## config.mk

```make
export PLATFORM = sky130hd
export DESIGN_NAME = lmi_host
export DESIGN_NICKNAME = d
export VERILOG_FILES = /design/src/hw/lmi_pkg.sv /design/src/hw/lmi_host.sv
export SDC_FILE = /design/constraint.sdc
export NUM_CORES = 1
export LEC_CHECK = 0
export ABC_AREA = 1
export BUFFER_PORTS_ARGS = -buffer_cell sky130_fd_sc_hd__clkbuf_2
export CAP_MARGIN = 40
export CORE_ASPECT_RATIO = 1.2
export CORE_MARGIN = 2
export CORE_UTILIZATION = 53
export DETAILED_ROUTE_END_ITERATION = 6
export PLACE_DENSITY = 0.73
export SLEW_MARGIN = 20
export SYNTH_ARGS = -nofsm -noshare
export SYNTH_HDL_FRONTEND = slang
export SYNTH_SLANG_ARGS = --single-unit
```

## constraint.sdc

```tcl
create_clock -name clk -period 3.15 [get_ports clk]
set_input_delay 0.4725 -clock clk [delete_from_list [all_inputs] [get_ports clk]]
set_output_delay 0.4725 -clock clk [all_outputs]
set_load 0.01 [all_outputs]
```

## src/hw/lmi_pkg.sv

```systemverilog
package lmi_pkg;

  // System clock period in nanoseconds (25 MHz).
  localparam int CLK_NS = 40;

  // Bus timing figures in nanoseconds, fast mode then fast mode plus.
  localparam int T_PER_FM_NS    = 2500;
  localparam int T_PER_FMP_NS   = 1000;
  localparam int T_HIGH_FM_NS   = 700;
  localparam int T_HIGH_FMP_NS  = 260;
  localparam int T_LOW_FM_NS    = 1300;
  localparam int T_LOW_FMP_NS   = 500;
  localparam int T_HD_STA_FM_NS = 600;
  localparam int T_HD_STA_FMP_NS = 260;
  localparam int T_SU_STA_FM_NS = 600;
  localparam int T_SU_STA_FMP_NS = 260;
  localparam int T_SU_STO_FM_NS = 600;
  localparam int T_SU_STO_FMP_NS = 260;
  localparam int T_BUF_FM_NS    = 1300;
  localparam int T_BUF_FMP_NS   = 500;

  localparam int CNT_W = 8;

  // Least times round up to whole cycles and never fall below one.
  function automatic logic [CNT_W-1:0] lmi_cyc(input int ns);
    int c;
    c = (ns + CLK_NS - 1) / CLK_NS;
    if (c < 1) begin
      c = 1;
    end
    return CNT_W'(c);
  endfunction : lmi_cyc

  // Low phase is stretched so the whole period meets the rate ceiling.
  function automatic int lmi_max(input int a, input int b);
    return (a > b) ? a : b;
  endfunction : lmi_max

  localparam logic [CNT_W-1:0] C_HIGH_FM   = lmi_cyc(T_HIGH_FM_NS);
  localparam logic [CNT_W-1:0] C_HIGH_FMP  = lmi_cyc(T_HIGH_FMP_NS);
  localparam logic [CNT_W-1:0] C_LOW_FM    =
    lmi_cyc(lmi_max(T_LOW_FM_NS, T_PER_FM_NS - T_HIGH_FM_NS));
  localparam logic [CNT_W-1:0] C_LOW_FMP   =
    lmi_cyc(lmi_max(T_LOW_FMP_NS, T_PER_FMP_NS - T_HIGH_FMP_NS));
  localparam logic [CNT_W-1:0] C_HD_STA_FM  = lmi_cyc(T_HD_STA_FM_NS);
  localparam logic [CNT_W-1:0] C_HD_STA_FMP = lmi_cyc(T_HD_STA_FMP_NS);
  localparam logic [CNT_W-1:0] C_SU_STA_FM  = lmi_cyc(T_SU_STA_FM_NS);
  localparam logic [CNT_W-1:0] C_SU_STA_FMP = lmi_cyc(T_SU_STA_FMP_NS);
  localparam logic [CNT_W-1:0] C_SU_STO_FM  = lmi_cyc(T_SU_STO_FM_NS);
  localparam logic [CNT_W-1:0] C_SU_STO_FMP = lmi_cyc(T_SU_STO_FMP_NS);
  localparam logic [CNT_W-1:0] C_BUF_FM     = lmi_cyc(T_BUF_FM_NS);
  localparam logic [CNT_W-1:0] C_BUF_FMP    = lmi_cyc(T_BUF_FMP_NS);

  // Field layout of the address byte.
  localparam int DIR_POS  = 0;
  localparam int PIN_LSB  = 1;
  localparam int FIX_LSB  = 3;
  localparam logic DIR_WRITE = 1'h0;
  localparam logic DIR_READ  = 1'h1;
  localparam int ACK_SLOT = 8;

  // Where the device's address-select pin is tied.
  typedef enum logic [1:0] {
    STRAP_GND = 2'h0,
    STRAP_VCC = 2'h1,
    STRAP_SCL = 2'h2,
    STRAP_SDA = 2'h3
  } lmi_strap_t;

  typedef struct packed {
    logic       rw;        // 1 = read, 0 = write
    logic       fast_plus; // 1 = 1 MHz timing, 0 = 400 kHz timing
    lmi_strap_t strap;     // device address-select tie
    logic [7:0] reg_addr;  // first register
    logic [7:0] len_m1;    // data bytes minus one
  } lmi_cmd_t;

  typedef struct packed {
    logic       scl;     // serial clock level driven
    logic       sda_o;   // data output level (always low)
    logic       sda_oe;  // data line pulled low while high
  } lmi_pins_t;

endpackage : lmi_pkg

```

## src/hw/lmi_host.sv

```systemverilog
`timescale 1ns/10ps
// How it works
// - First byte after start: seven address bits above, direction bit lowest.
// - Direction bit zero means write, one means read.
// - Sample data while clock high; hold sent bits steady while clock high.
// - Data line stays released high while the bus is idle.
// - Start is data falling while clock high; address follows.
// - Master sends the address byte as eight bits, MSB first, after start.
// - After eight bits master releases data and gives an acknowledge pulse.
// - No low acknowledge: master sends stop and abandons the transfer.
// - Register address byte follows, MSB first, and is acknowledged.
// - Each data byte is eight bits MSB first, each acknowledged except the last read byte.
// - Stop is data rising while clock high; it ends the transfer.
// - Read: write register address, repeated start, then direction one.
module lmi_host
  import lmi_pkg::*;
#(
  parameter logic [4:0] FIXED_CODE = 5'h15,  // arbitrary part code
  parameter int         DW         = 8       // read buffer word width
) (
  input  wire logic          clk,         // system clock, 25 MHz
  input  wire logic          rst,         // synchronous reset, high
  input  wire logic          ce,          // clock enable, freezes all state
  input  wire lmi_cmd_t      cmd,         // transfer request
  input  wire logic          cmd_valid,   // request present
  output logic               cmd_ready,   // request may be taken
  input  wire logic [7:0]    wr_data,     // write byte
  input  wire logic          wr_valid,    // write byte present
  output logic               wr_ready,    // write byte may be taken
  output logic [DW-1:0]      rd_data,     // read byte
  output logic               rd_valid,    // read byte present
  input  wire logic          rd_ready,    // consumer takes read byte
  output logic               done,        // transfer finished, pulse
  output logic               nack,        // with done: device refused
  output logic               busy,        // transfer in progress
  output logic               scl,         // serial clock out
  output logic               sda_o,       // serial data level when driven
  output logic               sda_oe,      // serial data driven low
  input  wire logic          sda_i        // serial data line level
);

  typedef enum logic [3:0] {
    ST_IDLE    = 4'h0,
    ST_START   = 4'h1,
    ST_LOW     = 4'h2,
    ST_HIGH    = 4'h3,
    ST_NEXT    = 4'h4,
    ST_WAIT_WR = 4'h5,
    ST_WAIT_RD = 4'h6,
    ST_STOP_LO = 4'h7,
    ST_STOP_HI = 4'h8,
    ST_BUF     = 4'h9,
    ST_RS_LO   = 4'ha,
    ST_RS_HI   = 4'hb
  } lmi_state_t;

  typedef enum logic [2:0] {
    K_ADDR_W = 3'h0,
    K_REG    = 3'h1,
    K_DATA_W = 3'h2,
    K_ADDR_R = 3'h3,
    K_DATA_R = 3'h4
  } lmi_kind_t;

  function automatic logic [1:0] pin_bits(input lmi_strap_t s);
    unique case (s)
      STRAP_GND: pin_bits = 2'h0;
      STRAP_VCC: pin_bits = 2'h3;
      STRAP_SCL: pin_bits = 2'h1;
      STRAP_SDA: pin_bits = 2'h2;
    endcase
  endfunction : pin_bits

  function automatic logic [7:0] addr_byte(input lmi_strap_t s,
                                           input logic dir);
    logic [7:0] b;
    b = 8'h00;
    b[7:FIX_LSB] = FIXED_CODE;
    b[FIX_LSB-1:PIN_LSB] = pin_bits(s);
    b[DIR_POS] = dir;
    return b;
  endfunction : addr_byte

  lmi_state_t       state_r;
  lmi_kind_t        kind_r;
  lmi_cmd_t         cmd_r;
  logic [CNT_W-1:0] cnt_r;
  logic [3:0]       bit_r;
  logic [7:0]       shift_r;
  logic [7:0]       remain_r;
  logic             ack_seen_r;
  logic             sda_s1_r;
  logic             sda_s2_r;
  logic             sda_s3_r;
  logic             sda_in_r;
  logic             spare_v_r;
  logic [DW-1:0]    spare_r;
  logic             push;
  logic             pop;
  lmi_pins_t        pins_r;

  ////////////////////////////////////////////////////////////////////////////
  // Data line input: three stages, a change counts once stages two and three
  // agree, which keeps a slow edge from being read as two values.

  always_ff @(posedge clk) begin
    if (rst) begin
      sda_s1_r <= 1'h1;
      sda_s2_r <= 1'h1;
      sda_s3_r <= 1'h1;
      sda_in_r <= 1'h1;
    end else if (ce) begin
      sda_s1_r <= sda_i;
      sda_s2_r <= sda_s1_r;
      sda_s3_r <= sda_s2_r;
      if (sda_s2_r == sda_s3_r) begin
        sda_in_r <= sda_s3_r;
      end
    end
  end

  ////////////////////////////////////////////////////////////////////////////
  // Phase timing, chosen per transfer.

  function automatic logic [CNT_W-1:0] tsel(input logic fp,
                                            input logic [CNT_W-1:0] a,
                                            input logic [CNT_W-1:0] b);
    return fp ? b : a;
  endfunction : tsel

  logic [CNT_W-1:0] c_low;
  logic [CNT_W-1:0] c_high;
  logic [CNT_W-1:0] c_hd_sta;
  logic [CNT_W-1:0] c_su_sta;
  logic [CNT_W-1:0] c_su_sto;
  logic [CNT_W-1:0] c_buf;

  assign c_low    = tsel(cmd_r.fast_plus, C_LOW_FM, C_LOW_FMP);
  assign c_high   = tsel(cmd_r.fast_plus, C_HIGH_FM, C_HIGH_FMP);
  assign c_hd_sta = tsel(cmd_r.fast_plus, C_HD_STA_FM, C_HD_STA_FMP);
  assign c_su_sta = tsel(cmd_r.fast_plus, C_SU_STA_FM, C_SU_STA_FMP);
  assign c_su_sto = tsel(cmd_r.fast_plus, C_SU_STO_FM, C_SU_STO_FMP);
  assign c_buf    = tsel(cmd_r.fast_plus, C_BUF_FM, C_BUF_FMP);

  ////////////////////////////////////////////////////////////////////////////
  // Bus sequencer. The serial clock is divided down from clk here, so the
  // link needs no second clock domain at this end.

  assign push = ce && (state_r == ST_NEXT) && (kind_r == K_DATA_R);

  always_ff @(posedge clk) begin
    if (rst) begin
      state_r    <= ST_IDLE;
      kind_r     <= K_ADDR_W;
      cmd_r      <= '0;
      cnt_r      <= '0;
      bit_r      <= 4'h0;
      shift_r    <= 8'h00;
      remain_r   <= 8'h00;
      ack_seen_r <= 1'h0;
      pins_r     <= '{scl: 1'h1, sda_o: 1'h0, sda_oe: 1'h0};
      cmd_ready  <= 1'h0;
      wr_ready   <= 1'h0;
      done       <= 1'h0;
      nack       <= 1'h0;
      busy       <= 1'h0;
    end else if (ce) begin
      done     <= 1'h0;
      wr_ready <= 1'h0;
      if (cnt_r != '0) begin
        cnt_r <= cnt_r - CNT_W'(1);
      end
      unique case (state_r)
        ST_IDLE: begin
          pins_r.scl    <= 1'h1;
          pins_r.sda_oe <= 1'h0;
          cmd_ready     <= 1'h1;
          if (cmd_valid && cmd_ready) begin
            cmd_ready     <= 1'h0;
            busy          <= 1'h1;
            nack          <= 1'h0;
            cmd_r         <= cmd;
            remain_r      <= cmd.len_m1;
            shift_r       <= addr_byte(cmd.strap, DIR_WRITE);
            kind_r        <= K_ADDR_W;
            pins_r.sda_oe <= 1'h1;
            cnt_r         <= cmd.fast_plus ? C_HD_STA_FMP : C_HD_STA_FM;
            state_r       <= ST_START;
          end
        end
        ST_START: begin
          if (cnt_r == '0) begin
            pins_r.scl <= 1'h0;
            bit_r      <= 4'h0;
            cnt_r      <= c_low;
            state_r    <= ST_LOW;
          end
        end
        ST_LOW: begin
          // Data changes at least one cycle after the clock falls, giving hold time.
          if (cnt_r == c_low) begin
            if (bit_r < 4'(ACK_SLOT)) begin
              pins_r.sda_oe <= (kind_r != K_DATA_R) && !shift_r[7];
            end else if (kind_r == K_DATA_R) begin
              pins_r.sda_oe <= (remain_r != 8'h00);
            end else begin
              pins_r.sda_oe <= 1'h0;
            end
          end
          if (cnt_r == '0) begin
            pins_r.scl <= 1'h1;
            cnt_r      <= c_high;
            state_r    <= ST_HIGH;
          end
        end
        ST_HIGH: begin
          if (cnt_r == '0) begin
            pins_r.scl <= 1'h0;
            cnt_r      <= c_low;
            if (bit_r < 4'(ACK_SLOT)) begin
              shift_r <= {shift_r[6:0], sda_in_r};
              bit_r   <= bit_r + 4'h1;
              state_r <= ST_LOW;
            end else begin
              ack_seen_r <= !sda_in_r;
              state_r    <= ST_NEXT;
            end
          end
        end
        ST_NEXT: begin
          cnt_r <= c_low;
          if (kind_r != K_DATA_R && !ack_seen_r) begin
            nack          <= 1'h1;
            pins_r.sda_oe <= 1'h1;
            state_r       <= ST_STOP_LO;
          end else begin
            unique case (kind_r)
              K_ADDR_W: begin
                shift_r <= cmd_r.reg_addr;
                kind_r  <= K_REG;
                bit_r   <= 4'h0;
                state_r <= ST_LOW;
              end
              K_REG: begin
                if (cmd_r.rw == DIR_READ) begin
                  pins_r.sda_oe <= 1'h0;
                  state_r       <= ST_RS_LO;
                end else begin
                  wr_ready <= 1'h1;
                  state_r  <= ST_WAIT_WR;
                end
              end
              K_DATA_W: begin
                remain_r <= remain_r - 8'h01;
                if (remain_r == 8'h00) begin
                  pins_r.sda_oe <= 1'h1;
                  state_r       <= ST_STOP_LO;
                end else begin
                  wr_ready <= 1'h1;
                  state_r  <= ST_WAIT_WR;
                end
              end
              K_ADDR_R: begin
                state_r <= ST_WAIT_RD;
              end
              K_DATA_R: begin
                remain_r <= remain_r - 8'h01;
                if (remain_r == 8'h00) begin
                  pins_r.sda_oe <= 1'h1;
                  state_r       <= ST_STOP_LO;
                end else begin
                  state_r <= ST_WAIT_RD;
                end
              end
              default: begin
                state_r <= ST_STOP_LO;
              end
            endcase
          end
        end
        ST_WAIT_WR: begin
          // The clock stays low while the source has nothing to send.
          wr_ready <= !(wr_valid && wr_ready);
          if (wr_valid && wr_ready) begin
            wr_ready <= 1'h0;
            shift_r  <= wr_data;
            kind_r   <= K_DATA_W;
            bit_r    <= 4'h0;
            cnt_r    <= c_low;
            state_r  <= ST_LOW;
          end
        end
        ST_WAIT_RD: begin
          // A full buffer holds the clock low, so no read byte is lost.
          if (!spare_v_r) begin
            kind_r  <= K_DATA_R;
            bit_r   <= 4'h0;
            cnt_r   <= c_low;
            state_r <= ST_LOW;
          end
        end
        ST_RS_LO: begin
          if (cnt_r == '0) begin
            pins_r.scl <= 1'h1;
            cnt_r      <= c_su_sta;
            state_r    <= ST_RS_HI;
          end
        end
        ST_RS_HI: begin
          if (cnt_r == '0) begin
            pins_r.sda_oe <= 1'h1;
            shift_r       <= addr_byte(cmd_r.strap, DIR_READ);
            kind_r        <= K_ADDR_R;
            cnt_r         <= c_hd_sta;
            state_r       <= ST_START;
          end
        end
        ST_STOP_LO: begin
          pins_r.sda_oe <= 1'h1;
          if (cnt_r == '0) begin
            pins_r.scl <= 1'h1;
            cnt_r      <= c_su_sto;
            state_r    <= ST_STOP_HI;
          end
        end
        ST_STOP_HI: begin
          if (cnt_r == '0) begin
            pins_r.sda_oe <= 1'h0;
            cnt_r         <= c_buf;
            state_r       <= ST_BUF;
          end
        end
        ST_BUF: begin
          if (cnt_r == '0) begin
            done    <= 1'h1;
            busy    <= 1'h0;
            state_r <= ST_IDLE;
          end
        end
        default: begin
          state_r <= ST_IDLE;
        end
      endcase
    end
  end

  assign scl    = pins_r.scl;
  assign sda_o  = pins_r.sda_o;
  assign sda_oe = pins_r.sda_oe;

  ////////////////////////////////////////////////////////////////////////////
  // Two-entry read buffer: an output register and one spare. Outputs come
  // straight from flops at the cost of a slightly wider mux on push.

  assign pop = ce && rd_valid && rd_ready;

  always_ff @(posedge clk) begin
    if (rst) begin
      rd_valid  <= 1'h0;
      rd_data   <= '0;
      spare_v_r <= 1'h0;
      spare_r   <= '0;
    end else if (ce) begin
      if (!rd_valid) begin
        if (push) begin
          rd_data  <= DW'(shift_r);
          rd_valid <= 1'h1;
        end
      end else if (pop) begin
        if (spare_v_r) begin
          rd_data   <= spare_r;
          spare_v_r <= push;
          if (push) begin
            spare_r <= DW'(shift_r);
          end
        end else if (push) begin
          rd_data <= DW'(shift_r);
        end else begin
          rd_valid <= 1'h0;
        end
      end else if (push) begin
        spare_r   <= DW'(shift_r);
        spare_v_r <= 1'h1;
      end
    end
  end

endmodule : lmi_host

```

## Yosys cells after proc, flatten, opt, wreduce, memory -nomap -nowiden

Index checks and enable logic that the tools add are counted.

| storage, ports and cells | value |
|---|---|
| flip-flop bits (word level) | 77 |
| input port bits | 35 |
| output and inout bits | 17 |

| cells by class | value |
|---|---|
| add/subtract/negate cells | 3 |
| order comparisons | 1 |
| equal/unequal tests | 48 |
| muxes and demuxes | 100 |
| bitwise logic cells | 1 |
| reductions and logical operators | 48 |

Operators with widths:

| cell | number |
|---|---|
| $mux 8 | 25 |
| $mux 4 | 21 |
| $pmux 8 s8 | 1 |
| $pmux 4 s12 | 1 |
| $pmux 4 s5 | 2 |
| $pmux 8 s5 | 1 |
| $ne 2x2->1 const B | 16 |
| $mux 1 | 27 |
| $mux 3 | 7 |
| $reduce_and 9->1 | 2 |
| $eq 4x3->1 const B | 4 |
| $eq 4x4->1 const B | 4 |
| $logic_not 8->1 | 2 |
| $pmux 2 s4 | 2 |
| $pmux 8 s2 | 1 |
| $reduce_and 4->1 | 4 |
| $reduce_and 8->1 | 2 |
| $reduce_bool 8->1 | 2 |
| $sub 8x1->8 const B | 2 |
| $pmux 3 s5 | 1 |
| $reduce_bool 5->1 | 3 |
| $mux 6 | 2 |
| $reduce_and 12->1 | 1 |
| $ne 2x1->1 const B | 5 |
| other kinds (33) | 63 |

## Depth between registers and ports, before layout

Gate-level depths: netlist of the first run.

| logic depth | value |
|---|---|
| word-level depth | 7 |
| mapped depth | 15 |
| depth with buffers taken out | 14 |

## Worst setup path before layout of the first run

OpenSTA, ideal clock, no wires.

| timing path | value |
|---|---|
| path kind | reg-to-reg |
| start point | reg cnt_r[0] |
| end point | reg cnt_r[0] |
| setup time | 0.132 ns |
| data arrival time | 1.942 ns |
| path slack | 1.076 ns |
| cell stages (with the launch flop) | 16 |
| period minus slack after synthesis | 2.074 ns |
| cells stage by stage | dfxtp_1 -> inv_1 -> ha_1 -> nand2_1 -> inv_1 -> nand2_1 -> clkbuf_1 -> ha_1 -> inv_1 -> nand3_1 -> nand2_1 -> o21ai_0 -> nor2_1 -> nand4_1 -> nand2_1 -> a21oi_1 |

| between the ends | value |
|---|---|
| word-level cells in the longest chain between the ends | 4 |
| elaborated cells on any way between the ends | 12 |
| those cells by class | add/sub (1); mux (9); reduce/logical (2) |

Ends and longest elaborated chain:

| element | line | source |
|---|---|---|
| start: declaration | lmi_host.sv:87 | `logic [CNT_W-1:0] cnt_r;` |
| start signal: assignment | lmi_host.sv:171 | `cnt_r <= cnt_r - CNT_W'(1);` |
| start signal: assignment | lmi_host.sv:187 | `cnt_r <= cmd.fast_plus ? C_HD_STA_FMP : C_HD_STA_FM;` |
| start signal: assignment | lmi_host.sv:195 | `cnt_r <= c_low;` |
| $sub 8x1->8 or $reduce_bool 8->1 (tied branches) | lmi_host.sv:171, lmi_host.sv:170 |  |
| $mux 8 | lmi_host.sv:170 | `if (cnt_r != '0) begin` |
| $mux 8, or another cell as far along | lmi_host.sv:327 | `if (cnt_r == '0) begin` |
| $pmux 8 s8 (*) | lmi_host.sv:173 | `unique case (state_r)` |

Every way passes the cells marked *; elsewhere a longest branch is shown, timed or not.
A chain may end at the register's enable or synchronous reset.

## Worst setup path in the final report of the first run

| timing path | value |
|---|---|
| start point | reg state_r[0] |
| end point | reg rd_data[0] |

| between the ends | value |
|---|---|
| word-level cells in the longest chain between the ends | 7 |

Ends and longest elaborated chain:

| element | line | source |
|---|---|---|
| start: declaration | lmi_host.sv:84 | `lmi_state_t state_r;` |
| start signal: assignment | lmi_host.sv:153 | `state_r <= ST_IDLE;` |
| start signal: assignment | lmi_host.sv:188 | `state_r <= ST_START;` |
| start signal: assignment | lmi_host.sv:196 | `state_r <= ST_LOW;` |
| $eq 4x3->1 (*) | lmi_host.sv:149 | `assign push = ce && (state_r == ST_NEXT) && (kind_r == K_DATA_R);` |
| $logic_and 1x1->1 (*) (2 in a row) | lmi_host.sv:149 |  |
| $mux 8 (*) | n/a |  |
| $mux 8 (2 in a row) | n/a |  |
| $mux 8 (*) | n/a |  |
| end signal: assignment | lmi_host.sv:366 | `rd_data <= DW'(shift_r);` |
| end signal: assignment | lmi_host.sv:371 | `rd_data <= spare_r;` |
| end signal: assignment | lmi_host.sv:377 | `rd_data <= DW'(shift_r);` |
| end: declaration | lmi_host.sv:30 | `output logic [DW-1:0] rd_data,` |

Every way passes the cells marked *; elsewhere a longest branch is shown, timed or not. The select of a mux whose other input is x is not followed.

==> flow_summary.ini, run 1 <==
[global_routing]
antenna_found_initial = 0
grt_max_degree = 41
track_usage_pct = 28.8
grt.overflow.total = 0
grt_pass1_vias = 4705
grt_pass1_wl_um = 22300

[die]
fp.dieH_um = 107
fp-row-count = 37
core-area_sq_um = 8610
io_pins = 52
die_x_um = 90.1
start_util_pct = 54.8
die-area_sq_um = 9680

[placement]
gp_congestion = 0.983
io_buffers = 50
placedCellCount = 895
hpwl_um = 10100
placed_area_sq_um = 5020

[synth]
avgSynthCellArea_sq_um = 6.30
synth_nets = 793
syn-cell-area_sq_um = 4720
synthTopCellsByArea = dfxtp_1, nand2_1, nor2_1
ys_seq_area_share_pct = 32.7
synth_edf_count = 0
syn_inst = 749
yosysUniqueCellTypes = 43
synthFlopType = dfxtp_1
synth_top_cell_area_share_pct = 32.7
async_flop_share_pct = 0
synth-seq-cells = 77
yosys.area.top_type = dfxtp_1
synthTopCellsByCount = nand2_1, nor2_1, dfxtp_1, a21oi_1
synth_warnings = 0
post-synth-top-count-cell = nand2_1

[cts]
clock-sinks = 77
clk_pin_slew_worst_paths_ns = 0.09
htreeDepth = 3
ctsHoldBuffers = 0
post_cts_resized = 0
tritoncts = done
cts_buffer_depth = 2
cts_setup_buffers = 0
clk_latency_ns = 0.36
cts_root_buf = clkbuf_8
cts_buffers = 9

[route]
vias = 5018
ant_nets = 0
wl_um = 13400
vias_per_cell = 5.51
drt_iter0_drc = 317
first_pass_iters = 5
drcViolationCount = 0
wl_per_cell_um = 14.7

[sta]
fin_hold_ws_ns = 0.321
fin_crit_sh_pct = 73.2
hold_viol_final = 0
slew_headroom_pct = 66.0
fin_skew_ns = 0.0101
drv_slew = 0
tightestPinTransition_ns = 0.509
finalSetupTns_ns = 0
final.min_clock_period_ns = 2.31
clock.fmax_ghz = 0.434
finalSetupViolCount = 0
rsz0062_at_grt = no

[worst_hold_path]
hp-start = sda_i
hold_end = sda_s1_r
whs_path_depth = 3
hold_class = input port to flip-flop

[worst_setup_path]
r2r_start = state_r[0]
timing.critical_path.mode_cell = nand2_1
worst_path_max_delay_cell = dfxtp_1
worstPathArrival_ns = 2.57
path_cells = nor2_2 > nand2_2 > nor3_2 > inv_1 > nand2_1 > nand2_1 > o21ai_0 > nor2_1
r2r_end = rd_data[0]
reg2regPathDepth = 8
critPathRequiredTime_ns = 3.41
crit_start = state_r[0]
crit_type = flip-flop to flip-flop
crit_path_end_kind = flip-flop
start_kind = flip-flop
critPathMaxStageDelay_ns = 0.43
rrSetupSlack_ns = 0.84
path_max_fanout = 21

[final_layout]
drive_above_1_share_pct = 13.0
finalNonFillerCells = 911
nNetsFinal = 833
final_cell_area_sq_um = 5220
area_growth_pct = 10.7
antenna_cells = 0

[pwr]
ir_drop_uv = 353
p_leak_nw = 2.41
power_density_nw_per_um2 = 507

[job]
drv_cap = 0

[outcome]
status = complete, no violations
## critical path, delay by kind of cell (launching register included)
family / cells / cell delay [ns]
simple gates: 6 / 1.49
flops: 1 / 0.43
compound gates: 1 / 0.19
buf+inv: 1 / 0.09
## metal layers
layer	wire, um	GRT usage [%]	vias up	part of all wire [%]
met1	5720	35.9	2273	43
met2	6360	48.6	165	47
li1	-	-	2536	-
met5	0	0	-	0
met3	815	4.34	44	6.1
met4	533	14.3	0	4.0
## metrics by stage
stage	worst slack, ns	power [mW]	utilization [%]
floorplan	1.08	1.68	-
global placement	0.928	1.86	58.3
detailed placement	0.866	1.87	58.3
CTS	0.840	2.65	60.7
global route	0.542	2.83	60.7
finish	0.844	2.65	60.7
## flip-flops by register name, indices dropped and copies added (netlist names), 3 cells and up
name,cells
kind_r,3
state_r,4
remain_r,8
cnt_r,8
spare_r,8
bit_r,4
cmd_r,12
rd_data,8
shift_r,8
## power by group
| group | total [mW] | switching [mW] | internal, mW | leakage (nW) |
|---|---|---|---|---|
| sequential | 1.10 | 0.0642 | 1.04 | 0.626 |
| clock | 0.797 | 0.403 | 0.393 | 0.107 |
| combinational | 0.751 | 0.489 | 0.262 | 1.67 |
| total | 2.65 | 0.957 | 1.69 | 2.41 |
## final cells by class
type,instances,area [sq um]
fillers,910,3390
multi-input cells,569,2750
flip-flops and latches,77,1540
repair buffers,56,295
inverters,76,287
well taps,117,146
clock buffers,10,138
clock inverters,6,70.1
## placed cells by master (no fill, tap or decap), types with 10 or more instances in the layout
master and instances:
o21ai_0 68, dfxtp_1 77, nand3_1 54, nand4_1 12
nand2_1 192, nor2_1 96, a21oi_1 69, clkbuf_8 10
clkbuf_2 50, inv_1 68
## kinds of logic after synthesis
kind of cell	synth area share, %
xor+xnor	1.30
compound gates	18.3
mux	0.689
simple gates	35.4
other cells	0.0795
flops	32.7
buf+inv	9.15
fa+ha+maj	2.39
## worst max-delay path by stage
stage                            end  slack (ns)  depth (start not counted)
after floorplan             cnt_r[0]        1.08                         15
after global placement    rd_data[0]        0.93                          8
after detailed placement  rd_data[0]        0.87                          8
after CTS                 rd_data[0]        0.84                          8
after global routing      rd_data[0]        0.54                          8
final                     rd_data[0]        0.84                          8
No activity file was read; power rests on OpenSTA's default activity.
==> run 2: changes to the inputs <==
clock period = 2.24 ns   (was 3.15 ns; I/O delays follow)
==> run 2 against run 1 <==
Effect of this change:
- wire length grew 1.4%
- count of clock-buffer cells in the layout shrank 1
- total power grew 48%
- first-iteration DRC count grew 8.2%
- worst hold slack lost 0.13 ns
- combinational power grew 49%
- largest cell class unchanged
==> flow_summary.ini, run 2 (same netlist as run 1, synthesis figures left out) <==
[pwr]
swShare_pct = 36.3
p_int_mw = 2.49
clkPwrFrac_pct = 31.8
p_seq_share_pct = 39.7
ir_drop_uv = 469
power_switching_mw = 1.42
combPwrFrac_pct = 28.6
power_density_nw_per_um2 = 732
p_leak_nw = 2.48

[worst_setup_path]
cp_num_buf_inv = 1
crit_path_end_kind = flip-flop
path_max_fanout = 7
timing.critical_path.mode_cell = nand2_1
critPathRequiredTime_ns = 2.50
critPathMaxStageDelay_ns = 0.53
start_kind = flip-flop
worstPathArrival_ns = 2.34
crit_type = flip-flop to flip-flop
worst_path_max_delay_cell = dfxtp_1
path_cells = inv_2 > nand2_4 > nor2_2 > nand2_1 > nand2_1 > nor2_1 > and2b_1 > nand2_1 > o21ai_0 > a21oi_1
cp_top_family = simple AND/OR/NAND/NOR gates

[placement]
io_buffers = 50
hpwl_um = 10200
gp_congestion = 1.06
placed_area_sq_um = 5110

[die]
start_util_pct = 54.8
core-area_sq_um = 8610
die-area_sq_um = 9680
fp.dieH_um = 107
die_x_um = 90.1
io_pins = 52
fp-row-count = 37

[job]
drv_cap = 0

[final_layout]
area.sequential_sq_um = 1540
largest_register_ffs = 12
nFillCells = 864
largest-register = cmd_r
drive_above_1_share_pct = 14.6
final_cell_area_sq_um = 5340
multi_input_area_sq_um = 2750
antenna_cells = 0
final_common_cell = nand2_1
nNetsFinal = 845
layout_common_cells = nand2_1, nor2_1, dfxtp_1
area_growth_pct = 13.2

[sta]
finalSetupViolCount = 0
finalSetupTns_ns = 0
fin_crit_sh_pct = 93.0
drv_slew = 0
clock.fmax_ghz = 0.480
fin_skew_ns = 0.0115
rsz0062_at_grt = no
fin_hold_ws_ns = 0.191
hold_viol_final = 0
final.min_clock_period_ns = 2.08

[route]
drt_iter0_drc = 343
vias_per_cell = 5.54
wl_per_cell_um = 14.8
vias = 5109
ant_nets = 0
wl_um = 13600
first_pass_iters = 5
drcViolationCount = 0

[global_routing]
grt.overflow.total = 0
grt_max_degree = 40
grt_pass1_wl_um = 22900
grt_pass1_vias = 4962
antenna_found_initial = 0
track_usage_pct = 29.2

[cts]
htreeDepth = 3
cts_root_buf = clkbuf_8
cts_buffer_depth = 2
cts_buffers = 9
tritoncts = done
clk_latency_ns = 0.36
ctsHoldBuffers = 0
post_cts_resized = 0
clock-sinks = 77
cts_setup_buffers = 0
clk_pin_slew_worst_paths_ns = 0.09

[worst_hold_path]
hold_class = input port to flip-flop

[outcome]
status = complete, no violations
==> run 2: changes by cell type in the layout (fill, tap and decap cells not counted), moves of 2 or more <==
cell | before | now
buf_4 | 6 | 18
clkinv_4 | 3 | 0
dfxtp_1 | 77 | 75
dfxtp_2 | 0 | 2
inv_6 | 1 | 3
==> run 2: power groups by stage <==
stage	combinational [mW]	clock [mW]	sequential, mW
after detailed placement	1.09	0	1.58
final	1.12	1.24	1.55
after floorplan	0.811	0	1.55
after CTS	1.10	1.25	1.54
after global routing	1.26	1.30	1.56
after global placement	1.07	0	1.57
==> run 2: final timing paths <==
kind,startpoint,to,slack [ns],cells after the start
hold reg to reg,cmd_r[10],cmd_r[10],0.45,2
hold / removal,sda_i,sda_s1_r,0.19,3
setup / recovery,state_r[3],kind_r[0],0.16,10
setup reg to reg,state_r[3],kind_r[0],0.16,10
==> run 2: routing by layer <==
layer	global-route usage [%]	wire (um)
met1	36.0	5860
met2	50.6	6550
met3	4.41	724
met4	13.2	485
met5	0	0
==> run 2: final cells by class <==
cell class	count	area share [%]
timing repair buffer	68	7.21
sequential	77	28.9
inverter	76	5.36
clock buffer	9	2.32
clock inverter	7	1.92
multi-input combinational	569	51.5
tap	117	2.74
==> run 2: worst reg2reg max path: cells and delay by family, from the launching register on <==
family	cells	cell delay, ns
AND/OR/NAND/NOR	7	1.10
flip-flops	1	0.53
AO/OA/AOI/OAI	2	0.21
buffers and inverters	1	0.14
==> run 2: metrics by stage <==
stage	total power, mW	utilization, %	std cells	setup WS (ns)
floorplan	2.36	-	749	0.166
global placement	2.64	59.3	907	0.153
detailed placement	2.67	59.3	907	0.192
CTS	3.90	61.9	923	0.164
global route	4.12	62.0	923	0.000762
finish	3.91	62.0	923	0.158
